File: config.mk
export PLATFORM = sky130hd
export DESIGN_NAME = ddil_top
export DESIGN_NICKNAME = d
export VERILOG_FILES = /design/src/hw/ddil_pkg.sv /design/src/hw/ddil_edge_det.sv /design/src/hw/ddil_sleep_ctl.sv /design/src/hw/ddil_top.sv
export SDC_FILE = /design/constraint.sdc
export NUM_CORES = 1
export LEC_CHECK = 0
export ABC_AREA = 1
export ABC_CLOCK_PERIOD_IN_PS = 2000
export BUFFER_PORTS_ARGS = -buffer_cell sky130_fd_sc_hd__buf_2
export CORE_ASPECT_RATIO = 1.5
export CORE_MARGIN = 2
export CORE_UTILIZATION = 56
export CTS_CLUSTER_SIZE = 10
export DETAILED_ROUTE_END_ITERATION = 10
export GPL_ROUTABILITY_DRIVEN = 0
export HOLD_SLACK_MARGIN = 0.03
export PLACE_DENSITY = 0.86
export SLEW_MARGIN = 5
export SYNTH_ARGS = -nofsm -noshare
export SYNTH_HDL_FRONTEND = slang
export SYNTH_SLANG_ARGS = --single-unit
File: constraint.sdc
create_clock -name clk -period 2 [get_ports clk]
set_input_delay 0.2 -clock clk [delete_from_list [all_inputs] [get_ports clk]]
set_output_delay 0.2 -clock clk [all_outputs]
set_load 0.02 [all_outputs]
File: src/hw/ddil_pkg.sv
// Purpose: Shared constants and types for the dual converter input latch block
// Assumes: 50 MHz system clock; all pin inputs synchronous to it
// Notes:   Register offsets are byte addresses on the Avalon-MM slave
package ddil_pkg;
    localparam int DATA_W_DEF = 14;

    localparam logic [3:0] OFS_CTRL   = 4'h0;
    localparam logic [3:0] OFS_STATUS = 4'h4;
    localparam logic [3:0] OFS_CODE1  = 4'h8;
    localparam logic [3:0] OFS_CODE2  = 4'hC;

    localparam int CTRL_SLEEP_BIT = 0;
    localparam int ST_MODE_BIT    = 0;
    localparam int ST_AWAKE_BIT   = 1;
    localparam int ST_SYNCED_BIT  = 2;
    localparam int ST_PHASE_BIT   = 3;

    localparam logic CTRL_SLEEP_RST = 1'b0;
    localparam logic MODE_DUAL      = 1'b1;
    localparam logic STEER_CH1      = 1'b1;

    localparam int CLK_MHZ         = 50;
    localparam int MAX_UPDATE_MSPS = 125;
    localparam int SLEEP_ENTER_NS  = 50;
    localparam int WAKE_US         = 5;
    localparam int WAKE_CYCLES     = WAKE_US * CLK_MHZ;
    localparam int ENTER_CYCLES    = ((SLEEP_ENTER_NS * CLK_MHZ) / 1000 < 1) ? 1
                                   : (SLEEP_ENTER_NS * CLK_MHZ) / 1000;

    typedef enum logic [3:0] {
        IL_WAIT = 4'b0001,
        IL_HELD = 4'b0010,
        IL_LOAD = 4'b0100,
        IL_SKIP = 4'b1000
    } ddil_il_state_t;

    typedef struct packed {
        logic strobe;
        logic clock;
    } ddil_ctl_t;
endpackage

File: src/hw/ddil_edge_det.sv
// Purpose: Rising edge detection for sampled strobe and clock pins
// Assumes: Inputs synchronous to clk
// Notes:   One pulse per low-to-high change
`timescale 1ns/1ps
module ddil_edge_det #(
    parameter int W = 4
) (
    input  wire logic         clk,
    input  wire logic         reset_n,
    input  wire logic [W-1:0] sig,
    output logic      [W-1:0] rise
);
    logic [W-1:0] prev_reg;

    always_ff @(posedge clk or negedge reset_n) begin
        if (!reset_n) begin
            prev_reg <= '0;
        end else begin
            prev_reg <= sig;
        end
    end

    assign rise = sig & ~prev_reg;
endmodule // ddil_edge_det

File: src/hw/ddil_sleep_ctl.sv
// Purpose: Power-down sequencing, immediate sleep and timed wake-up
// Assumes: sleep_req already combines pin and software request
// Notes:   Awake at reset; wake takes WAKE_CYC cycles after release
`timescale 1ns/1ps
module ddil_sleep_ctl
    import ddil_pkg::*;
#(
    parameter int WAKE_CYC = WAKE_CYCLES
) (
    input  wire logic clk,
    input  wire logic reset_n,
    input  wire logic sleep_req,
    output logic      awake
);
    logic       awake_reg;
    logic [8:0] cnt_reg;

    always_ff @(posedge clk or negedge reset_n) begin
        if (!reset_n) begin
            awake_reg <= 1'b1;
            cnt_reg   <= '0;
        end else if (sleep_req) begin
            awake_reg <= 1'b0;
            cnt_reg   <= '0;
        end else if (!awake_reg) begin
            cnt_reg <= cnt_reg + 9'h001;
            if (cnt_reg == 9'(WAKE_CYC - 1)) begin
                awake_reg <= 1'b1;
            end
        end
    end

    assign awake = awake_reg;
endmodule // ddil_sleep_ctl

File: src/hw/ddil_top.sv
// Purpose: Double-buffered input latches for a dual current-output converter
// Assumes: Pins are sampled on clk; register access over Avalon-MM
// Notes:   Codes out stand for true and complementary current drive
// Operation
// - Mode high: two independent ports, each with own strobe and clock.
// - Mode low: port one strobe/clock pair, port two steer and sync hold.
// - Channel words are unsigned straight binary, 10, 12 or 14 bits wide.
// - All-ones gives full-scale true output; complement carries the remainder.
// - Strobe rise fills input latch; clock rise moves it to DAC latch.
// - Dual mode updates on every clock rise, interleaved on every second; no interleaved load until a first hold pulse.
// - Interleaved strobe rise stores word to channel one if steer high.
// - Hold high ignores pair clock; next rise after release loads both.
// - Pair clock divided by two: later loads only on every second rise.
// - Update rate up to 125 MSPS; host stays within it; pin sampling here caps clock rises at 25 MHz.
// - Power-down input has pull-down; left open keeps device enabled.
// - Power-down high switches output current off and enters sleep.
// - Sleep entry under 50 ns, wake about 5 us; outputs invalid meanwhile.
//
// Implementation choices: the Avalon-MM register port and the address map.
`timescale 1ns/1ps
module ddil_top
    import ddil_pkg::*;
#(
    parameter int DATA_W   = DATA_W_DEF,
    parameter int WAKE_CYC = WAKE_CYCLES
) (
    input  wire logic              clk,
    input  wire logic              reset_n,
    input  wire logic              mode,
    input  wire ddil_ctl_t         port1_ctl,
    input  wire ddil_ctl_t         port2_ctl,
    input  wire logic [DATA_W-1:0] port1_data,
    input  wire logic [DATA_W-1:0] port2_data,
    input  wire logic              power_down,
    input  wire logic [3:0]        avs_address,
    input  wire logic              avs_read,
    input  wire logic              avs_write,
    input  wire logic [31:0]       avs_writedata,
    output logic      [31:0]       avs_readdata,
    output logic                   avs_waitrequest,
    output logic      [DATA_W-1:0] ch1_true_current_out,
    output logic      [DATA_W-1:0] ch1_comp_current_out,
    output logic      [DATA_W-1:0] ch2_true_current_out,
    output logic      [DATA_W-1:0] ch2_comp_current_out,
    output logic                   output_valid
);
    logic [3:0]        rise;
    logic              w1_rise;
    logic              c1_rise;
    logic              w2_rise;
    logic              c2_rise;
    logic              channel_steer;
    logic              sync_hold;
    logic              mode_reg;
    logic              mode_chg;
    logic              dual;
    logic              il_update;
    logic              awake;
    logic              sleep_req;
    logic              ctrl_sleep_reg;
    logic              resp_reg;
    logic              bus_req;
    logic [31:0]       rd_next;
    logic [31:0]       avs_readdata_reg;
    logic [DATA_W-1:0] in1_reg;
    logic [DATA_W-1:0] in2_reg;
    logic [DATA_W-1:0] dac1_reg;
    logic [DATA_W-1:0] dac2_reg;
    logic [DATA_W-1:0] t1_reg;
    logic [DATA_W-1:0] k1_reg;
    logic [DATA_W-1:0] t2_reg;
    logic [DATA_W-1:0] k2_reg;
    logic              valid_reg;
    ddil_il_state_t    state_reg;
    ddil_il_state_t    state_next;

    function automatic logic [31:0] zext(input logic [DATA_W-1:0] v);
        zext = 32'(v);
    endfunction

    // Pins sampled every cycle; a rise needs a low sample first, so at most one edge
    // every two cycles (25 MHz at 50 MHz), below the 125 MSPS update rate
    ddil_edge_det #(
        .W (4)
    ) u_edge (
        .clk     (clk),
        .reset_n (reset_n),
        .sig     ({port2_ctl.clock, port2_ctl.strobe, port1_ctl.clock, port1_ctl.strobe}),
        .rise    (rise)
    );

    assign w1_rise       = rise[0];
    assign c1_rise       = rise[1];
    assign w2_rise       = rise[2];
    assign c2_rise       = rise[3];
    assign channel_steer = port2_ctl.strobe;
    assign sync_hold     = port2_ctl.clock;

    // Mode sampled every cycle by a clocked stage; a change restarts the sequencer
    always_ff @(posedge clk or negedge reset_n) begin
        if (!reset_n) begin
            mode_reg <= MODE_DUAL;
        end else begin
            mode_reg <= mode;
        end
    end

    assign mode_chg = (mode != mode_reg);
    assign dual     = (mode_reg == MODE_DUAL);

    // Interleave sequencer: wait for a hold pulse, then alternate load/skip
    always_comb begin
        state_next = state_reg;
        unique case (state_reg)
            IL_WAIT: begin
                if (sync_hold) begin
                    state_next = IL_HELD;
                end
            end
            IL_HELD: begin
                if (!sync_hold) begin
                    state_next = IL_LOAD;
                end
            end
            IL_LOAD: begin
                if (sync_hold) begin
                    state_next = IL_HELD;
                end else if (c1_rise) begin
                    state_next = IL_SKIP;
                end
            end
            IL_SKIP: begin
                if (sync_hold) begin
                    state_next = IL_HELD;
                end else if (c1_rise) begin
                    state_next = IL_LOAD;
                end
            end
            default: state_next = IL_WAIT;
        endcase
        if (mode_chg) begin
            state_next = IL_WAIT;
        end
    end

    always_ff @(posedge clk or negedge reset_n) begin
        if (!reset_n) begin
            state_reg <= IL_WAIT;
        end else begin
            state_reg <= state_next;
        end
    end

    // Pair clock is dead while held; loads on the first and every other rise
    assign il_update = !dual && (state_reg == IL_LOAD) && !sync_hold && c1_rise;

    // Input latches; unchanged unless a strobe rises (port one's for both when interleaved)
    always_ff @(posedge clk or negedge reset_n) begin
        if (!reset_n) begin
            in1_reg <= '0;
        end else if (w1_rise && (dual || channel_steer == STEER_CH1)) begin
            in1_reg <= port1_data;
        end
    end

    always_ff @(posedge clk or negedge reset_n) begin
        if (!reset_n) begin
            in2_reg <= '0;
        end else if (dual && w2_rise) begin
            in2_reg <= port2_data;
        end else if (!dual && w1_rise && channel_steer != STEER_CH1) begin
            in2_reg <= port1_data;
        end
    end

    // DAC latches; a clock rising with its strobe takes the older word
    always_ff @(posedge clk or negedge reset_n) begin
        if (!reset_n) begin
            dac1_reg <= '0;
        end else if ((dual && c1_rise) || il_update) begin
            dac1_reg <= in1_reg;
        end
    end

    always_ff @(posedge clk or negedge reset_n) begin
        if (!reset_n) begin
            dac2_reg <= '0;
        end else if ((dual && c2_rise) || il_update) begin
            dac2_reg <= in2_reg;
        end
    end

    // Pad pull-down keeps an open power-down pin low, so sleep is opt
    assign sleep_req = power_down || ctrl_sleep_reg;

    ddil_sleep_ctl #(
        .WAKE_CYC (WAKE_CYC)
    ) u_sleep (
        .clk       (clk),
        .reset_n   (reset_n),
        .sleep_req (sleep_req),
        .awake     (awake)
    );

    // Current drive codes; both zero while the current is switched off
    always_ff @(posedge clk or negedge reset_n) begin
        if (!reset_n) begin
            t1_reg    <= '0;
            k1_reg    <= '0;
            t2_reg    <= '0;
            k2_reg    <= '0;
            valid_reg <= 1'b0;
        end else if (awake) begin
            t1_reg    <= dac1_reg;
            k1_reg    <= ~dac1_reg;
            t2_reg    <= dac2_reg;
            k2_reg    <= ~dac2_reg;
            valid_reg <= 1'b1;
        end else begin
            t1_reg    <= '0;
            k1_reg    <= '0;
            t2_reg    <= '0;
            k2_reg    <= '0;
            valid_reg <= 1'b0;
        end
    end

    assign ch1_true_current_out = t1_reg;
    assign ch1_comp_current_out = k1_reg;
    assign ch2_true_current_out = t2_reg;
    assign ch2_comp_current_out = k2_reg;
    assign output_valid         = valid_reg;

    // Avalon slave: one wait cycle, then the access completes
    assign bus_req         = avs_read || avs_write;
    assign avs_waitrequest = bus_req && !resp_reg;

    always_ff @(posedge clk or negedge reset_n) begin
        if (!reset_n) begin
            resp_reg <= 1'b0;
        end else begin
            resp_reg <= bus_req && !resp_reg;
        end
    end

    always_ff @(posedge clk or negedge reset_n) begin
        if (!reset_n) begin
            ctrl_sleep_reg <= CTRL_SLEEP_RST;
        end else if (avs_write && resp_reg && avs_address == OFS_CTRL) begin
            ctrl_sleep_reg <= avs_writedata[CTRL_SLEEP_BIT];
        end
    end

    always_comb begin
        rd_next = 32'h0000_0000;
        unique case (avs_address)
            OFS_CTRL: rd_next[CTRL_SLEEP_BIT] = ctrl_sleep_reg;
            OFS_STATUS: begin
                rd_next[ST_MODE_BIT]   = mode_reg;
                rd_next[ST_AWAKE_BIT]  = awake;
                rd_next[ST_SYNCED_BIT] = (state_reg == IL_LOAD) || (state_reg == IL_SKIP);
                rd_next[ST_PHASE_BIT]  = (state_reg == IL_SKIP);
            end
            OFS_CODE1: rd_next = zext(dac1_reg);
            OFS_CODE2: rd_next = zext(dac2_reg);
            default:   rd_next = 32'h0000_0000;
        endcase
    end

    always_ff @(posedge clk or negedge reset_n) begin
        if (!reset_n) begin
            avs_readdata_reg <= 32'h0000_0000;
        end else if (avs_read && !resp_reg) begin
            avs_readdata_reg <= rd_next;
        end
    end

    assign avs_readdata = avs_readdata_reg;
endmodule // ddil_top

==> metrics.txt, run 1 <==
Total Negative Setup Slacks 0 ns; Layout Nets 865; post-route setup slack 0.414 ns; pre-CTS setup slack 0.458 ns; Design Power 7.37 mW; total count of hold-check failures in the final report 0; number of placed instances with taps included around 900; floorplan die area 11600 sq um; number of violations reported at the end of detailed-routing iteration 0 roughly 380; initial core utilization 0.572; startpoint of the most critical register-to-register path dual$_DFF_PN1_; transition time at the pin with the least slew margin 0.910 ns; final-layout worst hold slack 0.0405 ns; sequential share of the synthesized area 0.616; worst hold path depth 3; crit start category input pin; chip width 88.7 microns; TritonRoute pass-1 iters 5; area of the multi-input gates around 1800 sq um; final antenna-violating net count 0; total of max-cap violations 0; headroom to the max-slew limit 0.394; crit path time final approximately 1.6 ns; via-per-instance ratio 5.19; maximum buffer depth of the clock tree 2; Clock transition at path regs roughly 0.06 ns; final setup violation count 0; wire length of the first global-routing pass 22.2 mm; R2R setup slack 0.43 ns; startpoint-to-endpoint class of the critical path in2reg; root buffer cell sky130_fd_sc_hd__clkbuf_16; number of CTS-inserted buffers 17; Filler cells 784; Power Dens Cells roughly 1000 nW/um^2; clock sink count between 100 and 150; DRC violation count after routing 0; total of flip-flops plus latches after synthesis 148; Vert. Die Dim approximately 130 microns; antenna violations before repair 0; share of layout cells above drive strength 1 0.211; Min-Delay Endpoint in1_reg[7]$_DFFE_PN0P_; source-to-sink clock delay at the later pin of the worst-skew pair 0.42 ns; number of cell rows 46; leakage power of the design about 4.2 nW; Area growth, synth to finish 22.8%; synth warn 0; via count of the first global-routing pass 4759; status complete, no violations; area taken by flip-flops and latches 3710 sq um; clock tree from TritonCTS built; remaining global-route overflow 0; post-CTS repair timing setup buffer count 0; Detailed Route WL approximately 14 mm; unrepaired setup endpoints after global routing false; maximum clock frequency 630 MHz; CP Data Required Time 2.36 ns; Slew Viols, Final 0; CP arrival 1.94 ns; post-synth design cell area 6020 sq um; core outline area approximately 11000 sq um; routed wirelength normalized by instance count 14.4 microns; capturing point of the worst reg2reg path in2_reg[5]$_DFFE_PN0P_; post-route insts no fill 946; class of the tightest hold or removal check in2reg; crit share post-route 0.793; type of element capturing the critical path flip-flop; worst-case reg-to-reg path depth 6; Antenna Cells 0; worst IR drop on VDD 0.534 mV; Worst Path Max Fanout 15; count of different cell masters after synthesis 31; Avg Inst Size Synth 9.15 sq um; number of cells produced by synthesis between 600 and 700; # H-tree levels 4; count of vias placed by the detailed router between 4000 and 5000; total global-route track usage 0.250; maximum number of pins on one net before global-route repair 54; PortBufs 114; I/O pin count ~160; final worst clock skew 0.00957 ns; half-perimeter wire length of the detailed placement result 9.19 mm; Worst Min Path Start port1_data[7]
-- per-stage QoR --
step	util	instance area, sq um
finish	0.702	7400
global route	0.702	7400
CTS	0.702	7400
detailed placement	0.633	6670
global placement	0.633	6670
floorplan	-	6090
-- timing repair --
action | 4_1_cts | 5_1_grt
endpoints found under the hold margin | 64 | 0
resized for setup | 0 | 0
hold buffers | 16 | 0
-- power breakdown --
group | switching, mW | internal (mW) | total, mW | leakage (nW)
combinational | 0.499 | 0.288 | 0.787 | 2.04
sequential | 0.299 | 3.29 | 3.59 | 1.94
clock | 1.24 | 1.76 | 3.00 | 0.268
-- cells by family after synthesis --
logic type / count (synthesis) / synth area share
and+or+nand+nor: 319 / 0.226
DFF: 148 / 0.616
buffers and inverters: 115 / 0.0885
AOI/OAI and AO/OA: 72 / 0.0634
adders and majority gates: 2 / 0.00415
xor gates and xnor gates: 1 / 0.00145
other: 1 / 0.000623
-- how the worst max path moves through the flow --
stage / start / to / slack (ns) / cells after the start
CTS: port1_ctl[0] / dac1_reg[7]$_DFFE_PN0P_ / 0.42 / 8
finish: port1_ctl[0] / dac1_reg[7]$_DFFE_PN0P_ / 0.41 / 8
global placement: u_edge.prev_reg[1]$_DFF_PN0_ / dac1_reg[0]$_DFFE_PN0P_ / 0.52 / 4
detailed placement: dual$_DFF_PN1_ / in1_reg[12]$_DFFE_PN0P_ / 0.46 / 2
floorplan: dual$_DFF_PN1_ / in2_reg[10]$_DFFE_PN0P_ / 0.64 / 6
global route: port2_ctl[1] / in1_reg[12]$_DFFE_PN0P_ / 0.24 / 4
-- critical path: stages --
cell	delay, ns
sky130_fd_sc_hd__dlygate4sd3_1	0.52
sky130_fd_sc_hd__buf_2	0.11
sky130_fd_sc_hd__inv_1	0.04
sky130_fd_sc_hd__nor2_2	0.22
sky130_fd_sc_hd__nand2_1	0.39
sky130_fd_sc_hd__nand2_4	0.30
sky130_fd_sc_hd__nand2_1	0.08
sky130_fd_sc_hd__nand2_1	0.08
-- per-layer routing --
metal,wire (microns),share of wire,vias to the layer above,global-route usage
met1,5100,0.37,2311,0.295
met2,7110,0.52,245,0.421
met5,0,0,-,0
met3,893,0.066,57,0.0634
li1,-,-,2297,-
met4,526,0.039,0,0.123
-- synthesized netlist by cell type --
cell type,instances,area share
sky130_fd_sc_hd__a31oi_1,10,0.010
sky130_fd_sc_hd__buf_6,2,0.0037
sky130_fd_sc_hd__nand3b_1,1,0.0012
sky130_fd_sc_hd__o21ai_2,1,0.0015
sky130_fd_sc_hd__o21ai_0,46,0.038
sky130_fd_sc_hd__a21oi_1,8,0.0066
sky130_fd_sc_hd__a211oi_1,1,0.0012
sky130_fd_sc_hd__ha_1,2,0.0042
sky130_fd_sc_hd__nand3_4,2,0.0058
sky130_fd_sc_hd__o21ai_1,5,0.0042
sky130_fd_sc_hd__nand2_4,2,0.0037
sky130_fd_sc_hd__buf_2,12,0.010
sky130_fd_sc_hd__conb_1,1,0.00062
sky130_fd_sc_hd__nor2_2,1,0.0010
sky130_fd_sc_hd__dfstp_2,3,0.013
sky130_fd_sc_hd__nor2_4,2,0.0037
sky130_fd_sc_hd__nand3_1,53,0.044
sky130_fd_sc_hd__nor2_1,61,0.038
sky130_fd_sc_hd__inv_2,1,0.00062
sky130_fd_sc_hd__buf_1,6,0.0037
sky130_fd_sc_hd__buf_4,19,0.024
sky130_fd_sc_hd__o211ai_1,1,0.0012
sky130_fd_sc_hd__inv_1,70,0.044
sky130_fd_sc_hd__dfrtp_1,145,0.60
sky130_fd_sc_hd__or2_2,1,0.0010
sky130_fd_sc_hd__clkbuf_1,5,0.0031
sky130_fd_sc_hd__nand4_1,9,0.0093
sky130_fd_sc_hd__nand2_2,2,0.0021
sky130_fd_sc_hd__nand2_1,181,0.11
sky130_fd_sc_hd__nor3_1,4,0.0033
sky130_fd_sc_hd__xnor2_1,1,0.0015
-- final cells by class --
cell class                 count  share of cell area
clock inverter                13              0.0169
multi-input combinational    412               0.249
clock buffer                  19              0.0599
inverter                      71              0.0360
timing repair buffer         139               0.112
sequential                   148               0.501
tap                          144              0.0244
-- placed cells by master (no fill, tap or decap), types with 3 or more instances in the layout --
cell	count
sky130_fd_sc_hd__nand2_1	181
sky130_fd_sc_hd__dfrtp_1	145
sky130_fd_sc_hd__buf_2	113
sky130_fd_sc_hd__inv_1	70
sky130_fd_sc_hd__nor2_1	61
sky130_fd_sc_hd__nand3_1	53
sky130_fd_sc_hd__o21ai_0	46
sky130_fd_sc_hd__conb_1	18
sky130_fd_sc_hd__clkbuf_16	17
sky130_fd_sc_hd__dlygate4sd3_1	16
sky130_fd_sc_hd__a31oi_1	10
sky130_fd_sc_hd__nand4_1	9
sky130_fd_sc_hd__a21oi_1	8
sky130_fd_sc_hd__buf_4	7
sky130_fd_sc_hd__o21ai_1	5
sky130_fd_sc_hd__nor3_1	4
sky130_fd_sc_hd__clkinvlp_4	4
sky130_fd_sc_hd__inv_6	3
sky130_fd_sc_hd__dfstp_2	3
(Power assumes the default switching activity.)
==> run 2, diff against run 1 <==
- ABC_AREA: 1 -> 0
- ABC_CLOCK_PERIOD_IN_PS: 2000 -> 1600
- CORE_UTILIZATION: 56 -> 53
- PLACE_DENSITY: 0.86 -> 0.82
- clock period: 2 -> 1.6 ns (I/O delays scaled with it)
==> run 2 against run 1 <==
Against the previous run: the flow now finishes with violations (setup timing); clock power grew 42%; largest cell class unchanged; synthesized cell count shrank 19%; combinational power grew 73%; critical endpoint is now dac2_reg[11]$_DFFE_PN0P_.
==> metrics.txt, run 2 <==
Avg Inst Size Synth 12.2 sq um; Area growth, synth to finish 26.4%; floorplan die area 13300 sq um; chip width around 95 microns; cell-by-cell trace of the critical path dlygate4sd3_1 > buf_2 > nor4b_4 > a31oi_4 > clkbuf_16 > mux2_4; worst hold path depth 3; capturing point of the worst reg2reg path in2_reg[12]$_DFFE_PN0P_; class of the tightest hold or removal check in2reg; P_int 7.66 mW; Vert. Die Dim 140 microns; TritonRoute pass-1 iters 6; total count of hold-check failures in the final report 0; count of flip-flops with a built-in enable after synthesis 0; final worst clock skew 0.00792 ns; number of CTS-inserted buffers 17; Filler cells 864; final antenna-violating net count 0; initial core utilization 0.544; post-synth design cell area between 6000 and 7000 sq um; Clock transition at path regs 0.06 ns; Slew Viols, Final 0; top post-synthesis cells by count sky130_fd_sc_hd__dfrtp_1, sky130_fd_sc_hd__mux2_2, sky130_fd_sc_hd__nor2b_1, sky130_fd_sc_hd__clkbuf_1, sky130_fd_sc_hd__and2_1; crit start category input pin; CP arrival 1.91 ns; crit share post-route 1.00; most frequent standard cell in the layout excluding fill and tap cells sky130_fd_sc_hd__dfrtp_1; cell type with the largest total area after synthesis sky130_fd_sc_hd__dfrtp_1; type of element capturing the critical path flip-flop; final setup violation count 1; source-to-sink clock delay at the later pin of the worst-skew pair 0.42 ns; via-per-instance ratio 5.51; CP Data Required Time 1.90 ns; top post-synthesis cells by area sky130_fd_sc_hd__dfrtp_1, sky130_fd_sc_hd__mux2_2, sky130_fd_sc_hd__nor2b_1; share of layout cells above drive strength 1 0.353; worst IR drop on VDD between 0.6 and 0.7 mV; Layout Nets 751; Power Dens Cells 1240 nW/um^2; maximum number of pins on one net before global-route repair 57; total of max-cap violations 0; headroom to the max-slew limit 0.595; antenna violations before repair 0; synth warn 0; routed wirelength normalized by instance count 17.5 microns; clock tree from TritonCTS built; leakage power of the design slightly above 4 nW; wire length of the first global-routing pass between 20 and 25 mm; largest stage delay on the critical path 0.52 ns; Min-Delay Endpoint resp_reg$_DFF_PN0_; Cell Area, Placed 7360 sq um; DRC violation count after routing 0; asr flop ratio synth 1.00; number of cell rows 49; startpoint of the most critical register-to-register path dual$_DFF_PN1_; detailed-route wire length on metal 1 5.76 mm; summed area of non-filler cells in the final layout ~8300 sq um; Design Power a little over 10 mW; crit path time final approximately 1.6 ns; count of vias placed by the detailed router roughly 4600; maximum buffer depth of the clock tree 2; fraction of synthesized cell area taken by the top area cell type 0.555; root buffer cell sky130_fd_sc_hd__clkbuf_16; sequential share of the synthesized area 0.567; library cell with the highest instance count after synthesis sky130_fd_sc_hd__dfrtp_1; leading register cell type out of synthesis sky130_fd_sc_hd__dfrtp_1; Worst Min Path Start avs_write; via count of the first global-routing pass 4648; post-route setup slack -0.00156 ns; transition time at the pin with the least slew margin 0.607 ns; Worst Path Max Fanout 9; total net switching power 2.54 mW; maximum clock frequency 624 MHz; library cell contributing the largest single delay on the critical path sky130_fd_sc_hd__dlygate4sd3_1; final-layout worst hold slack 0.0536 ns; # H-tree levels 4; remaining global-route overflow 0; commonest cells after routing, fill and taps aside sky130_fd_sc_hd__dfrtp_1, sky130_fd_sc_hd__buf_2, sky130_fd_sc_hd__mux2_2; Antenna Cells 0; total global-route track usage 0.232; I/O pin count 164; count of different cell masters after synthesis 53; core outline area about 12000 sq um; share of power burned in combinational logic 0.133; Met3 Routed Length 824 microns; top metal layer carrying routed signals met4; failing checks setup timing; number of violations reported at the end of detailed-routing iteration 0 around 320; clock sink count around 150; R2R setup slack 0.01 ns; status finished with violations; half-perimeter wire length of the detailed placement result 10.0 mm; Detailed Route WL 14.7 mm; total of flip-flops plus latches after synthesis between 100 and 150; wire length on met2 7.86 mm; unrepaired setup endpoints after global routing true; worst-case reg-to-reg path depth 4; sequential share of power 0.449; startpoint-to-endpoint class of the critical path in2reg; portion of total power attributed to the clock network 0.418; PortBufs 114; number of cells produced by synthesis 534; fraction of power spent switching nets 0.249
run 2: logic make-up (layout without fill, tap and decap cells):
kind of cell / Yosys count / in the layout / share of synthesized area
other cells: 1 / 18 / 0.000574
xor+xnor: 7 / 7 / 0.00938
fa+ha+maj: 3 / 3 / 0.00536
flops: 148 / 148 / 0.567
buf+inv: 62 / 199 / 0.0494
mux: 74 / 74 / 0.132
simple gates: 172 / 172 / 0.170
compound gates: 67 / 67 / 0.0658
run 2: power by group through the flow:
stage	registers [mW]	clock network [mW]	logic, mW
finish	4.58	4.26	1.36
global placement	4.59	0	1.18
floorplan	4.46	0	0.921
detailed placement	4.63	0	1.24
CTS	4.57	4.30	1.33
global route	4.63	4.49	1.49
run 2: area by class of cell:
cell class / count / area (sq um) / share of cell area
tap: 153 / 191 / 0.0232
clock inverter: 9 / 176 / 0.0214
timing repair buffer: 162 / 1080 / 0.131
inverter: 5 / 18.8 / 0.00227
clock buffer: 23 / 458 / 0.0554
sequential: 148 / 3710 / 0.449
multi-input combinational: 341 / 2620 / 0.317
run 2: layer usage:
metal,global-route usage,vias up
li1,-,2128
met1,0.286,2284
met2,0.392,194
met3,0.0559,28
met4,0.0854,0
met5,0,-
run 2: critical path, delay by kind of cell:
kind                   cells  cell delay [ns]
AND/OR/NAND/NOR            1             0.36
buffers and inverters      3             0.91
multiplexers               1             0.29
AO/OA/AOI/OAI              1             0.18
run 2: how the worst max path moves through the flow:
stage | start | to | slack [ns] | depth (start not counted)
5_1_grt | dual$_DFF_PN1_ | in2_reg[1]$_DFFE_PN0P_ | -0.05 | 4
2_1_floorplan | state_reg[1]$_DFFE_PN0P_ | dac2_reg[10]$_DFFE_PN0P_ | -0.04 | 5
3_5_place_dp | state_reg[0]$_DFFE_PN1P_ | dac2_reg[1]$_DFFE_PN0P_ | -0.01 | 4
4_1_cts | dual$_DFF_PN1_ | in2_reg[1]$_DFFE_PN0P_ | 0.005 | 4
3_3_place_gp | dual$_DFF_PN1_ | dac2_reg[13]$_DFFE_PN0P_ | 0.04 | 4
6_report | port2_ctl[0] | dac2_reg[11]$_DFFE_PN0P_ | -0.002 | 6
run 2: metrics by stage:
stage | util | setup slack, ns | std cells | setup TNS (ns)
after floorplan | - | -0.0397 | 551 | -0.397
after detailed placement | 0.612 | -0.0119 | 786 | -0.0263
after CTS | 0.683 | 0.00459 | 840 | 0
final | 0.687 | -0.00156 | 841 | -0.00156
after global placement | 0.612 | 0.0355 | 786 | 0
after global routing | 0.687 | -0.0481 | 841 | -0.570
run 2: timing repair:
item,in CTS,in global routing
resized for setup,1,16
setup buffers,2,0
endpoints found under the setup margin,4,40
cloned,0,1
hold buffers,20,0
hold endpoints to repair,60,0
pin swaps,0,1
